<file path="src/hw/bwp_regs.svh">
/*
  register offsets, field positions, reset values for the byte-wide
  general-purpose port with lcd segment sharing.
  assumes a 32-bit axi4-lite slave with one register per aligned word.
*/
`ifndef BWP_REGS_SVH
`define BWP_REGS_SVH
`define BWP_OFF_PIN_LEVEL 12'h000
`define BWP_OFF_LATCH 12'h004
`define BWP_OFF_DIR 12'h008
`define BWP_OFF_PULLUP 12'h00C
`define BWP_OFF_SEGEN 12'h010
`define BWP_OFF_PULSE 12'h014
`define BWP_PULLUP_EN_BIT 7
`define BWP_PULSE_EN_BIT 0
`define BWP_RST_LATCH 8'h00
`define BWP_RST_DIR 8'hFF
`define BWP_RST_PULLUP 8'h00
`define BWP_RST_SEGEN 8'h00
`define BWP_RST_PULSE 8'h00
`define BWP_RESP_OKAY 2'b00
`define BWP_RESP_SLVERR 2'b10
`endif
</file>
<file path="src/hw/bwp_pkg.sv">
/*
  types shared by the port block.
  assumes the register header is compiled alongside.
*/
package bwp_pkg;
  // register select decoded from a word address
  typedef enum logic [2:0] {
    BWP_SEL_PIN = 3'b000,
    BWP_SEL_LAT = 3'b001,
    BWP_SEL_DIR = 3'b010,
    BWP_SEL_PU = 3'b011,
    BWP_SEL_SEG = 3'b100,
    BWP_SEL_PLS = 3'b101,
    BWP_SEL_BAD = 3'b111
  } bwp_sel_e;
endpackage

</file>
<file path="src/hw/bwp_pin_sync.sv">
/*
  two-flop synchroniser for the pad input levels.
  assumes pads are asynchronous to clk; only the second stage reads the first.
*/
`timescale 1ns/10ps
module bwp_pin_sync #(
  parameter int WIDTH = 8
) (
  input wire logic clk,
  input wire logic rst_n,
  input wire logic [WIDTH-1:0] asyncIn,
  output logic [WIDTH-1:0] syncOut
);
  // first stage, read only by the second
  logic [WIDTH-1:0] metaStage;

  // two stages against metastability; levels only, no edge detection
  always_ff @(posedge clk or negedge rst_n)
  begin
    if (!rst_n)
    begin
      metaStage <= '0;
      syncOut <= '0;
    end
    else
    begin
      metaStage <= asyncIn;
      syncOut <= metaStage;
    end
  end
endmodule // bwp_pin_sync

</file>
<file path="src/hw/bwp_port.sv">
/*
  eight-pin general-purpose port with weak pull-ups, lcd segment sharing
  and a pulse generator output on pin 0, reached over axi4-lite.
  assumes pads are resolved outside from out/oe/pull-up enables, and that
  the segment drive and pulse generator levels come from logic on clk.
*/
`timescale 1ns/10ps
`include "bwp_regs.svh"
module bwp_port #(
  parameter int PINS = 8
) (
  input wire logic clk,
  input wire logic rst_n,
  // axi4-lite write address
  input wire logic [11:0] awaddr,
  input wire logic awvalid,
  output logic awready,
  // axi4-lite write data
  input wire logic [31:0] wdata,
  input wire logic [3:0] wstrb,
  input wire logic wvalid,
  output logic wready,
  // axi4-lite write response
  output logic [1:0] bresp,
  output logic bvalid,
  input wire logic bready,
  // axi4-lite read address
  input wire logic [11:0] araddr,
  input wire logic arvalid,
  output logic arready,
  // axi4-lite read data
  output logic [31:0] rdata,
  output logic [1:0] rresp,
  output logic rvalid,
  input wire logic rready,
  // pads
  input wire logic [PINS-1:0] padIn,
  output logic [PINS-1:0] padOut,
  output logic [PINS-1:0] padOe,
  output logic [PINS-1:0] padPullup,
  // lcd segment drive levels and their select
  input wire logic [PINS-1:0] lcdSegmentDrive,
  output logic [PINS-1:0] lcdSegmentSel,
  // charge-time unit pulse generator output level
  input wire logic pulseGenOutput
);
  // the register map and byte lanes are fixed at eight pins; refused at elaboration
  if (PINS != 8)
  begin : g_pins_check
    $error("bwp_port supports exactly 8 pins");
  end

  // software-visible state
  logic [PINS-1:0] outputLatchValue;
  logic [PINS-1:0] pinDirectionCtrl;
  logic [7:0] pullupAndAuxPins; // bit 7 global pull-up enable
  logic [PINS-1:0] segmentEnableLow;
  logic [7:0] pulseCtrl; // bit 0 routes pulse generator to pin 0
  logic [PINS-1:0] pinLevel; // synchronised pad levels

  // write channel capture; address and data may arrive in either order
  logic awHeld;
  logic wHeld;
  logic [11:0] awAddrHeld;
  logic [31:0] wDataHeld;
  logic [3:0] wStrbHeld;
  logic doWrite;
  bwp_pkg::bwp_sel_e wrSel;
  bwp_pkg::bwp_sel_e rdSel;
  logic globalPullupEnable;
  logic pulseOnPin0;
  logic [PINS-1:0] next_padOut;
  logic [PINS-1:0] next_padOe;
  logic [PINS-1:0] next_padPullup;
  logic [31:0] next_rdata;

  // word decode shared by both channels
  function automatic bwp_pkg::bwp_sel_e decodeAddr(input logic [11:0] addr);
    bwp_pkg::bwp_sel_e sel;
    sel = bwp_pkg::BWP_SEL_BAD;
    case (addr)
      `BWP_OFF_PIN_LEVEL: sel = bwp_pkg::BWP_SEL_PIN;
      `BWP_OFF_LATCH: sel = bwp_pkg::BWP_SEL_LAT;
      `BWP_OFF_DIR: sel = bwp_pkg::BWP_SEL_DIR;
      `BWP_OFF_PULLUP: sel = bwp_pkg::BWP_SEL_PU;
      `BWP_OFF_SEGEN: sel = bwp_pkg::BWP_SEL_SEG;
      `BWP_OFF_PULSE: sel = bwp_pkg::BWP_SEL_PLS;
      default: sel = bwp_pkg::BWP_SEL_BAD;
    endcase
    return sel;
  endfunction

  // pad levels cross into clk before anything reads them
  bwp_pin_sync #(
    .WIDTH(PINS)
  ) u_pin_sync (
    .clk(clk),
    .rst_n(rst_n),
    .asyncIn(padIn),
    .syncOut(pinLevel)
  );

  // write fires once both halves are held and no response is pending
  assign doWrite = awHeld && wHeld && !bvalid;
  assign wrSel = decodeAddr(awAddrHeld);
  assign rdSel = decodeAddr(araddr);
  assign globalPullupEnable = pullupAndAuxPins[`BWP_PULLUP_EN_BIT];
  assign pulseOnPin0 = pulseCtrl[`BWP_PULSE_EN_BIT];

  // write address acceptance; ready only while the slot is empty
  always_ff @(posedge clk or negedge rst_n)
  begin
    if (!rst_n)
    begin
      awHeld <= 1'b0;
      awAddrHeld <= 12'h000;
      awready <= 1'b1;
    end
    else if (awvalid && awready)
    begin
      awHeld <= 1'b1;
      awAddrHeld <= {awaddr[11:2], 2'b00};
      awready <= 1'b0;
    end
    else if (doWrite)
    begin
      awHeld <= 1'b0;
      awready <= 1'b1;
    end
  end

  // write data acceptance, mirrors the address slot
  always_ff @(posedge clk or negedge rst_n)
  begin
    if (!rst_n)
    begin
      wHeld <= 1'b0;
      wDataHeld <= 32'h0000_0000;
      wStrbHeld <= 4'h0;
      wready <= 1'b1;
    end
    else if (wvalid && wready)
    begin
      wHeld <= 1'b1;
      wDataHeld <= wdata;
      wStrbHeld <= wstrb;
      wready <= 1'b0;
    end
    else if (doWrite)
    begin
      wHeld <= 1'b0;
      wready <= 1'b1;
    end
  end

  // write response; unmapped words answer slverr and change nothing
  always_ff @(posedge clk or negedge rst_n)
  begin
    if (!rst_n)
    begin
      bvalid <= 1'b0;
      bresp <= `BWP_RESP_OKAY;
    end
    else if (doWrite)
    begin
      bvalid <= 1'b1;
      bresp <= (wrSel == bwp_pkg::BWP_SEL_BAD) ? `BWP_RESP_SLVERR : `BWP_RESP_OKAY;
    end
    else if (bready)
    begin
      bvalid <= 1'b0;
    end
  end

  // output latch; both the pin-level and latch words land here
  always_ff @(posedge clk or negedge rst_n)
  begin
    if (!rst_n)
      outputLatchValue <= `BWP_RST_LATCH;
    else if (doWrite && wStrbHeld[0] &&
             (wrSel == bwp_pkg::BWP_SEL_PIN || wrSel == bwp_pkg::BWP_SEL_LAT))
      outputLatchValue <= wDataHeld[PINS-1:0];
  end

  // direction register, all inputs after reset
  always_ff @(posedge clk or negedge rst_n)
  begin
    if (!rst_n)
      pinDirectionCtrl <= `BWP_RST_DIR;
    else if (doWrite && wStrbHeld[0] && wrSel == bwp_pkg::BWP_SEL_DIR)
      pinDirectionCtrl <= wDataHeld[PINS-1:0];
  end

  // shared pull-up word; enable clear at reset keeps pull-ups off
  always_ff @(posedge clk or negedge rst_n)
  begin
    if (!rst_n)
      pullupAndAuxPins <= `BWP_RST_PULLUP;
    else if (doWrite && wStrbHeld[0] && wrSel == bwp_pkg::BWP_SEL_PU)
      pullupAndAuxPins <= wDataHeld[7:0];
  end

  // segment enables, one per pin
  always_ff @(posedge clk or negedge rst_n)
  begin
    if (!rst_n)
      segmentEnableLow <= `BWP_RST_SEGEN;
    else if (doWrite && wStrbHeld[0] && wrSel == bwp_pkg::BWP_SEL_SEG)
      segmentEnableLow <= wDataHeld[PINS-1:0];
  end

  // pulse routing control for pin 0
  always_ff @(posedge clk or negedge rst_n)
  begin
    if (!rst_n)
      pulseCtrl <= `BWP_RST_PULSE;
    else if (doWrite && wStrbHeld[0] && wrSel == bwp_pkg::BWP_SEL_PLS)
      pulseCtrl <= wDataHeld[7:0];
  end

  // pin function mux: segment beats pulse beats port direction
  always_comb
  begin
    for (int i = 0; i < PINS; i++)
    begin
      if (segmentEnableLow[i])
      begin
        // segment owns the pad; port drive and pull-up off
        next_padOut[i] = lcdSegmentDrive[i];
        next_padOe[i] = 1'b1;
        next_padPullup[i] = 1'b0;
      end
      else if (i == 0 && pulseOnPin0)
      begin
        // pulse generator drives regardless of direction
        next_padOut[i] = pulseGenOutput;
        next_padOe[i] = 1'b1;
        next_padPullup[i] = 1'b0;
      end
      else
      begin
        // ordinary port: 0 drives latch, 1 listens
        next_padOut[i] = outputLatchValue[i];
        next_padOe[i] = !pinDirectionCtrl[i];
        next_padPullup[i] = globalPullupEnable && pinDirectionCtrl[i];
      end
    end
  end

  // registered pad controls; one cycle behind the registers
  always_ff @(posedge clk or negedge rst_n)
  begin
    if (!rst_n)
    begin
      padOut <= '0;
      padOe <= '0;
      padPullup <= '0;
      lcdSegmentSel <= '0;
    end
    else
    begin
      padOut <= next_padOut;
      padOe <= next_padOe;
      padPullup <= next_padPullup;
      lcdSegmentSel <= segmentEnableLow;
    end
  end

  // read data mux; unused upper bits read zero
  always_comb
  begin
    next_rdata = 32'h0000_0000;
    case (rdSel)
      bwp_pkg::BWP_SEL_PIN: next_rdata[PINS-1:0] = pinLevel;
      bwp_pkg::BWP_SEL_LAT: next_rdata[PINS-1:0] = outputLatchValue;
      bwp_pkg::BWP_SEL_DIR: next_rdata[PINS-1:0] = pinDirectionCtrl;
      bwp_pkg::BWP_SEL_PU: next_rdata[7:0] = pullupAndAuxPins;
      bwp_pkg::BWP_SEL_SEG: next_rdata[PINS-1:0] = segmentEnableLow;
      bwp_pkg::BWP_SEL_PLS: next_rdata[7:0] = pulseCtrl;
      default: next_rdata = 32'h0000_0000;
    endcase
  end

  // read channel: one read in flight, answered the cycle after address
  always_ff @(posedge clk or negedge rst_n)
  begin
    if (!rst_n)
    begin
      arready <= 1'b1;
      rvalid <= 1'b0;
      rdata <= 32'h0000_0000;
      rresp <= `BWP_RESP_OKAY;
    end
    else if (arvalid && arready)
    begin
      arready <= 1'b0;
      rvalid <= 1'b1;
      rdata <= next_rdata;
      rresp <= (rdSel == bwp_pkg::BWP_SEL_BAD) ? `BWP_RESP_SLVERR : `BWP_RESP_OKAY;
    end
    else if (rvalid && rready)
    begin
      rvalid <= 1'b0;
      arready <= 1'b1;
    end
  end
endmodule // bwp_port

</file>
<file path="config.mk">
export PLATFORM = sky130hd
export DESIGN_NAME = bwp_port
export DESIGN_NICKNAME = d
export VERILOG_FILES = /design/src/hw/bwp_pkg.sv /design/src/hw/bwp_pin_sync.sv /design/src/hw/bwp_port.sv
export VERILOG_INCLUDE_DIRS = /design/src /design/src/hw
export SDC_FILE = /design/constraint.sdc
export NUM_CORES = 1
export LEC_CHECK = 0
export BUFFER_PORTS_ARGS = -buffer_cell sky130_fd_sc_hd__buf_2
export CORE_MARGIN = 3
export CORE_UTILIZATION = 46
export CTS_CLUSTER_SIZE = 8
export DETAILED_ROUTE_END_ITERATION = 7
export PLACE_DENSITY_LB_ADDON = 0.3
export SETUP_SLACK_MARGIN = 0.3
export SLEW_MARGIN = 10
export SYNTH_ARGS = -nofsm -noshare
export SYNTH_HDL_FRONTEND = slang
export SYNTH_SLANG_ARGS = --single-unit
</file>
<file path="constraint.sdc">
create_clock -name clk -period 1.85 [get_ports clk]
set_input_delay 0.185 -clock clk [delete_from_list [all_inputs] [get_ports clk]]
set_output_delay 0.185 -clock clk [all_outputs]
set_load 0.02 [all_outputs]
</file>
# Yosys cells after proc, flatten, opt, wreduce, memory -nomap -nowiden
# Index checks and enable logic that the tools add are counted.
# W data, S select, Z words.
# classes
n_eq_ne	22
n_mux	44
reduce_logical	38
# ops
cell	count
$pmux W8 S6	1
$mux W1	39
$pmux W3 S6	2
$eq A12 B4 Y1 const B	2
$eq A12 B5 Y1 const B	2
$logic_not A12 Y1	2
$eq A10 B2 Y1 const B	2
$eq A10 B3 Y1 const B	2
$logic_and A1 B1 Y1	20
$eq A3 B3 Y1 const B	6
$eq A12 B3 Y1 const B	1
$eq A3 B2 Y1 const B	4
$eq A10 B1 Y1 const B	1
$logic_not A1 Y1	9
$reduce_bool A2 Y1	4
$eq A3 B1 Y1 const B	2
$logic_not A3 Y1	2
$mux W2	2
$logic_or A1 B1 Y1	1
# totals
register_bits	126
output_inout_bits	73
wordCells	128

# Longest topological paths before layout
# depth
depth_word	5
depth_mapped	12

# Cells and area by module
# Synthesis repeated with hierarchy kept, for this count alone.
# hier_totals
cells_unflattened	394
area_unflattened_um2	5257.5
# modules_own_cells
module	instances	cells_each	area_per_inst_um2	seq_area_each_um2
bwp_port	1	378	4857.2	2716.4
bwp_pin_sync	1	16	400.4	400.4

# Least setup slack after synthesis
# OpenSTA, ideal clock, no wires.
# synth_path
path_type	input -> register
from	input port araddr[5]
to	register rdata[1]
t_arrival_ns	2.412
required_time_ns	1.768
setup_slack_ns	-0.644
cell_stages	10
path_buffers	2
path_cell_list	nor3_1 buf_2 and3_1 nand3b_1 ha_1 clkbuf_1 nor3b_2 nand4_1 or3_1 a31oi_1
# synth_between
elab_chain_cells	4
# synth_lines
item	line	text
start, declared	bwp_port.sv:28	input wire logic [11:0] araddr,
$eq A12 B5 Y1, or another cell as far along	bwp_port.sv:81	case (addr)
$pmux W3 S6 *	bwp_port.sv:81	
$eq A3 B3 Y1, or another cell as far along	bwp_port.sv:273	case (rdSel)
$pmux W8 S6 *	bwp_port.sv:273	
end signal, assigned	bwp_port.sv:298	rdata <= next_rdata;
end, declared	bwp_port.sv:32	output logic [31:0] rdata,
# Every way passes the cells marked *; elsewhere a longest branch is shown, timed or not.
# A chain may end at the register's enable or synchronous reset.

# Worst setup path after layout
# layout_path
from	register awAddrHeld[9]
to	register segmentEnableLow[1]
# layout_between
elab_chain_cells	4
# layout_lines
item	line	text
start, declared	bwp_port.sv:64	logic [11:0] awAddrHeld;
start signal, assigned	bwp_port.sv:122	awAddrHeld <= {awaddr[11:2], 2'b00};
$eq A10 B3 Y1, or another cell as far along	bwp_port.sv:81	
$pmux W3 S6 *	bwp_port.sv:81	
$eq A3 B3 Y1 *	bwp_port.sv:208	else if (doWrite && wStrbHeld[0] && wrSel == bwp_pkg::BWP_SEL_SEG)
$logic_and A1 B1 Y1 *	bwp_port.sv:208	
end signal, assigned	bwp_port.sv:207	segmentEnableLow <= `BWP_RST_SEGEN;
end signal, assigned	bwp_port.sv:209	segmentEnableLow <= wDataHeld[PINS-1:0];
end, declared	bwp_port.sv:57	logic [PINS-1:0] segmentEnableLow;
# Marks and branches as above.

==> results by stage <==
Setup path:
- The critical path's slowest cell is sky130_fd_sc_hd__dfrtp_1.
- Grouping stages by cell kind, the critical path spends the most delay in simple AND/OR/NAND/NOR gates.
- The number of buffers and inverters on the critical path is 1.
- By startpoint and endpoint, the worst setup path is classified as reg2reg.
- The required time of the worst setup path is between 2 and 2.5 ns.
- The kind of start point of the critical path is a flop.
- Walking the worst path, the cells encountered are nor4_4, nand4_1, nor3b_2, nor2b_4, buf_8, mux2_4.
- The largest fanout on the critical path is 8.
- In this design, the stage delay of the slowest critical-path cell is 0.41 ns.
- For the worst setup path, the data arrival time is approximately 2.2 ns.
- The kind of end point of the critical path is a flop.
- In this run the register-to-register setup slack is -0.02 ns.

Finish:
- The utilization after layout is roughly 66%.
- Counting the fill cells in the layout gives approximately 800.
- In the final design database the tool counted between 600 and 700 nets.
- The fraction of layout cells with a size suffix above 1 is about half.
- 0 antenna diodes ended up in the layout.
- From synthesis to final layout, the design area changed by 38.6%.

Synth:
- The biggest area contributor in the post-synthesis netlist is sky130_fd_sc_hd__dfrtp_1.
- The synthesized netlist devotes under 10% of its cell area to compound gates.
- The commonest register cell after synthesis is sky130_fd_sc_hd__dfrtp_1.
- The most common cell in the synthesized netlist is sky130_fd_sc_hd__dfrtp_1.
- For this run, asynchronously set or reset flops after synthesis account for 100%.
- For this run, the number of Yosys warnings is 0.
- After synthesis, the largest family of logic cells by area is multiplexers.
- The gate count of the mapped netlist is between 400 and 500.
- Counting flops and latches in the post-synthesis netlist gives roughly 120.
- Summing the sequential cell areas from Yosys gives roughly 60% of the chip area.
- By area the synthesized netlist is led by sky130_fd_sc_hd__dfrtp_1 (54%), sky130_fd_sc_hd__mux2_2 (14%), sky130_fd_sc_hd__dfstp_2 (5.5%), sky130_fd_sc_hd__buf_4 (4.2%), sky130_fd_sc_hd__nor2_1 (1.6%).
- The average instance in the mapped netlist occupies roughly 13 um^2.
- Of the total synthesized cell area, the portion taken by full adders, half adders and majority gates is less than 1%.
- Summed over its instances, the top area cell type makes up about 54% of the synthesized netlist area.
- Yosys mapped the design onto 55 distinct sky130hd cell types.
- The synthesized design contains 0 enable-type register cells.
- Summing the areas of all and, or, nand and nor instances in the mapped netlist gives 11.1% of the synthesized area.
- The synthesized netlist occupies a cell area of around 0.0052 mm^2.
- Summing the areas of all xor and xnor instances in the mapped netlist gives less than 1% of the synthesized area.
- The portion of synthesized area spent on multiplexers is 14.8%.
- Counting instances in the post-synthesis netlist gives the leading cell types as sky130_fd_sc_hd__dfrtp_1 (113), sky130_fd_sc_hd__mux2_2 (66), sky130_fd_sc_hd__buf_4 (29).

Die:
- The core region is about 0.011 mm^2.
- Once the floorplan was initialized, standard cells occupied between 40% and 50% of the core.
- The floorplan has 38 rows.
- Measured along the x axis, the die boundary spans 112 um.
- The top-level I/O count is around 160.
- The die height is 112 um.
- The area enclosed by the die boundary is roughly 0.013 mm^2.

Placement:
- At the end of routability-driven placement, the weighted congestion stood at approximately 0.87.
- After legalization and detailed placement, the total HPWL measured 8.75 mm.
- The count of buffers inserted at the top-level ports is 101.

STA:
- The setup slack of the critical path after layout is -0.0154 ns.
- The shortest period the worst path allows is 1.87 ns.
- The final max-slew violation count came to 0.
- The count of endpoints failing hold in the final timing report is 0.
- Dividing the final minimum period by the clock period gives 101%.
- Setup repair after global routing could not meet its margin everywhere.
- Between clock sinks in the finished design, the worst skew comes to around 0.016 ns.
- The setup violation total in the final timing report is 8.
- The maximum achievable frequency is about 540 MHz.
- Setup total negative slack on the finished layout was measured at -0.0618 ns.

GRT:
- The number of global-route vias before repair is between 3,000 and 4,000.
- The total global routing track utilization is about a fifth.
- The sum of overflow across all layers after global routing is 0.
- Entering global routing, the biggest net connects 53 pins.
- The first global-routing pass estimated 20.3 mm of wire.
- The initial antenna violation count came to 0.

Clocking:
- The clock latency at the later pin of the worst-skew pair is roughly 0.42 ns.
- The number of buffers inserted during clock tree synthesis is 17.
- CTS placed an instance of sky130_fd_sc_hd__clkbuf_16 at the clock tree root.
- The number of H-tree levels is 4.
- Clock-pin slew was measured on the worst setup and hold paths at 0.06 ns.
- The TritonCTS clock tree is built.
- Clock tree synthesis found a total of ~120 sinks.
- Counting along the longest clock path gives a buffer depth of 2.

Route:
- After detailed routing, the average wire length per cell comes to 17.6 um.
- The via density per instance is 5.06.
- The total iterations of the first detailed-routing run is 4.
- After detailed routing, the total wire length is 12.6 mm.
- The routed layout has between 3,000 and 4,000 vias.
- The number of nets with antenna violations after detailed routing is 0.
- After detailed routing, the number of remaining DRC violations is 0.
- The first routing iteration left between 150 and 200 violations.

Outcome:
- The checks that failed: setup timing.
- The run finished, with violations left.

Run:
- The number of max-cap violations is 0.

Power:
- For this design the static power due to leakage is 3.36 nW.
- In this run the power density over the cells is ~1100 mW/mm^2.
- The peak supply drop is 0.767 mV.

Hold path:
- The kind of path behind the tightest hold check is in2reg.
## worst reg2reg max path, stage by stage, from the launching register on
cell                      delay [ns]
sky130_fd_sc_hd__dfrtp_1        0.41
sky130_fd_sc_hd__nor4_4         0.29
sky130_fd_sc_hd__nand4_1        0.17
sky130_fd_sc_hd__nor3b_2        0.22
sky130_fd_sc_hd__nor2b_4        0.18
sky130_fd_sc_hd__buf_8          0.16
sky130_fd_sc_hd__mux2_4         0.31
## area by class of cell
cell class,instances,area [um^2],area share (%)
Sequential cell,124,3120,43.2
Multi-Input combinational cell,253,2170,30.1
Timing Repair Buffer,161,1110,15.3
Clock buffer,17,425,5.89
Clock inverter,15,199,2.76
Tap cell,140,175,2.43
Inverter,6,22.5,0.312
## flip-flops by register name, summed over array words and instances (netlist names), 8 cells and up
register	cells
rdata	8
lcdSegmentSel	8
outputLatchValue	8
u_pin_sync.metaStage	8
wDataHeld	8
pinDirectionCtrl	8
segmentEnableLow	8
u_pin_sync.syncOut	8
awAddrHeld	10
pulseCtrl	8
pullupAndAuxPins	8
padOe	8
padPullup	8
padOut	8
## metrics by stage
step | hold slack (ns) | instance area, um^2 | instances | worst slack [ns] | power [mW]
finish | 0.00776 | 7220 | 716 | -0.0154 | 8.08
global route | 0.00327 | 7220 | 716 | -0.104 | 8.42
CTS | 0.00399 | 7130 | 713 | -0.0602 | 8.12
detailed placement | 0.146 | 6030 | 648 | -0.604 | 4.54
global placement | 0.146 | 6030 | 648 | -0.494 | 4.47
floorplan | -0.111 | 5430 | 426 | -0.509 | 4.12
## path summary, 6_finish.rpt
check                                         from                      end  cells past startpoint
hold / removal                           awaddr[9]            awAddrHeld[9]                      2
setup / recovery                     awAddrHeld[9]      segmentEnableLow[1]                      6
min in group asynchronous                    rst_n  u_pin_sync.metaStage[6]                      2
hold reg to reg            u_pin_sync.metaStage[6]    u_pin_sync.syncOut[6]                      0
max in group asynchronous                    rst_n      pinDirectionCtrl[1]                      3
setup reg to reg                     awAddrHeld[9]      segmentEnableLow[1]                      6
## repair_timing
action,CTS,global route
cloned,1,0
endpoints found under the hold margin,55,0
resized for setup,39,14
pin swaps,29,18
setup endpoints to repair,48,48
hold buffers,30,0
buffers inserted,2,3
## power by group
group / switching [mW] / internal [mW] / leakage [nW]
Sequential: 0.424 / 3.10 / 1.56
Clock: 1.23 / 2.25 / 0.303
Combinational: 0.528 / 0.543 / 1.51
## per-layer routing
layer  vias to the layer above  track usage (%)  wire [um]
met5                         -                0          0
met4                         0             7.05        127
met3                         6             5.07        540
met2                       109             33.1       6290
met1                      1792             28.5       5660
li1                       1718                -          -
## layout by cell type (no fill, tap or decap), types with 3 or more instances in the layout
cell                            instances
sky130_fd_sc_hd__nor4_1                 4
sky130_fd_sc_hd__dfrtp_1              112
sky130_fd_sc_hd__nand2b_1               7
sky130_fd_sc_hd__bufinv_16              4
sky130_fd_sc_hd__inv_1                  6
sky130_fd_sc_hd__a221oi_1               3
sky130_fd_sc_hd__dlygate4sd3_1         30
sky130_fd_sc_hd__mux2_4                18
sky130_fd_sc_hd__o21ai_1                3
sky130_fd_sc_hd__nor2_1                18
sky130_fd_sc_hd__o211ai_1               4
sky130_fd_sc_hd__a31oi_1                3
sky130_fd_sc_hd__a21oi_1                4
sky130_fd_sc_hd__o2bb2ai_1              4
sky130_fd_sc_hd__clkbuf_16             17
sky130_fd_sc_hd__mux2i_1                3
sky130_fd_sc_hd__clkinv_4               5
sky130_fd_sc_hd__mux2_2                48
sky130_fd_sc_hd__nand4_1                8
sky130_fd_sc_hd__buf_6                  6
sky130_fd_sc_hd__clkinv_2               4
sky130_fd_sc_hd__buf_4                 23
sky130_fd_sc_hd__a22oi_1                5
sky130_fd_sc_hd__o21ai_0               11
sky130_fd_sc_hd__and4_1                 3
sky130_fd_sc_hd__nand2_1               19
sky130_fd_sc_hd__a222oi_1               3
sky130_fd_sc_hd__or2_4                  5
sky130_fd_sc_hd__buf_12                 3
sky130_fd_sc_hd__buf_2                 98
sky130_fd_sc_hd__nor3b_2                3
sky130_fd_sc_hd__conb_1                26
sky130_fd_sc_hd__dfstp_2               11
## cell families (layout without fill, tap and decap cells)
logic type | after synthesis | count (layout)
AO/OA/AOI/OAI | 57 | 58
multiplexers | 69 | 69
adder cells (fa/ha/maj) | 1 | 1
buffers and inverters | 50 | 199
other | 1 | 26
XOR/XNOR | 1 | 1
flip-flops | 124 | 124
AND/OR/NAND/NOR | 98 | 98
No activity file was read; power rests on OpenSTA's default activity.
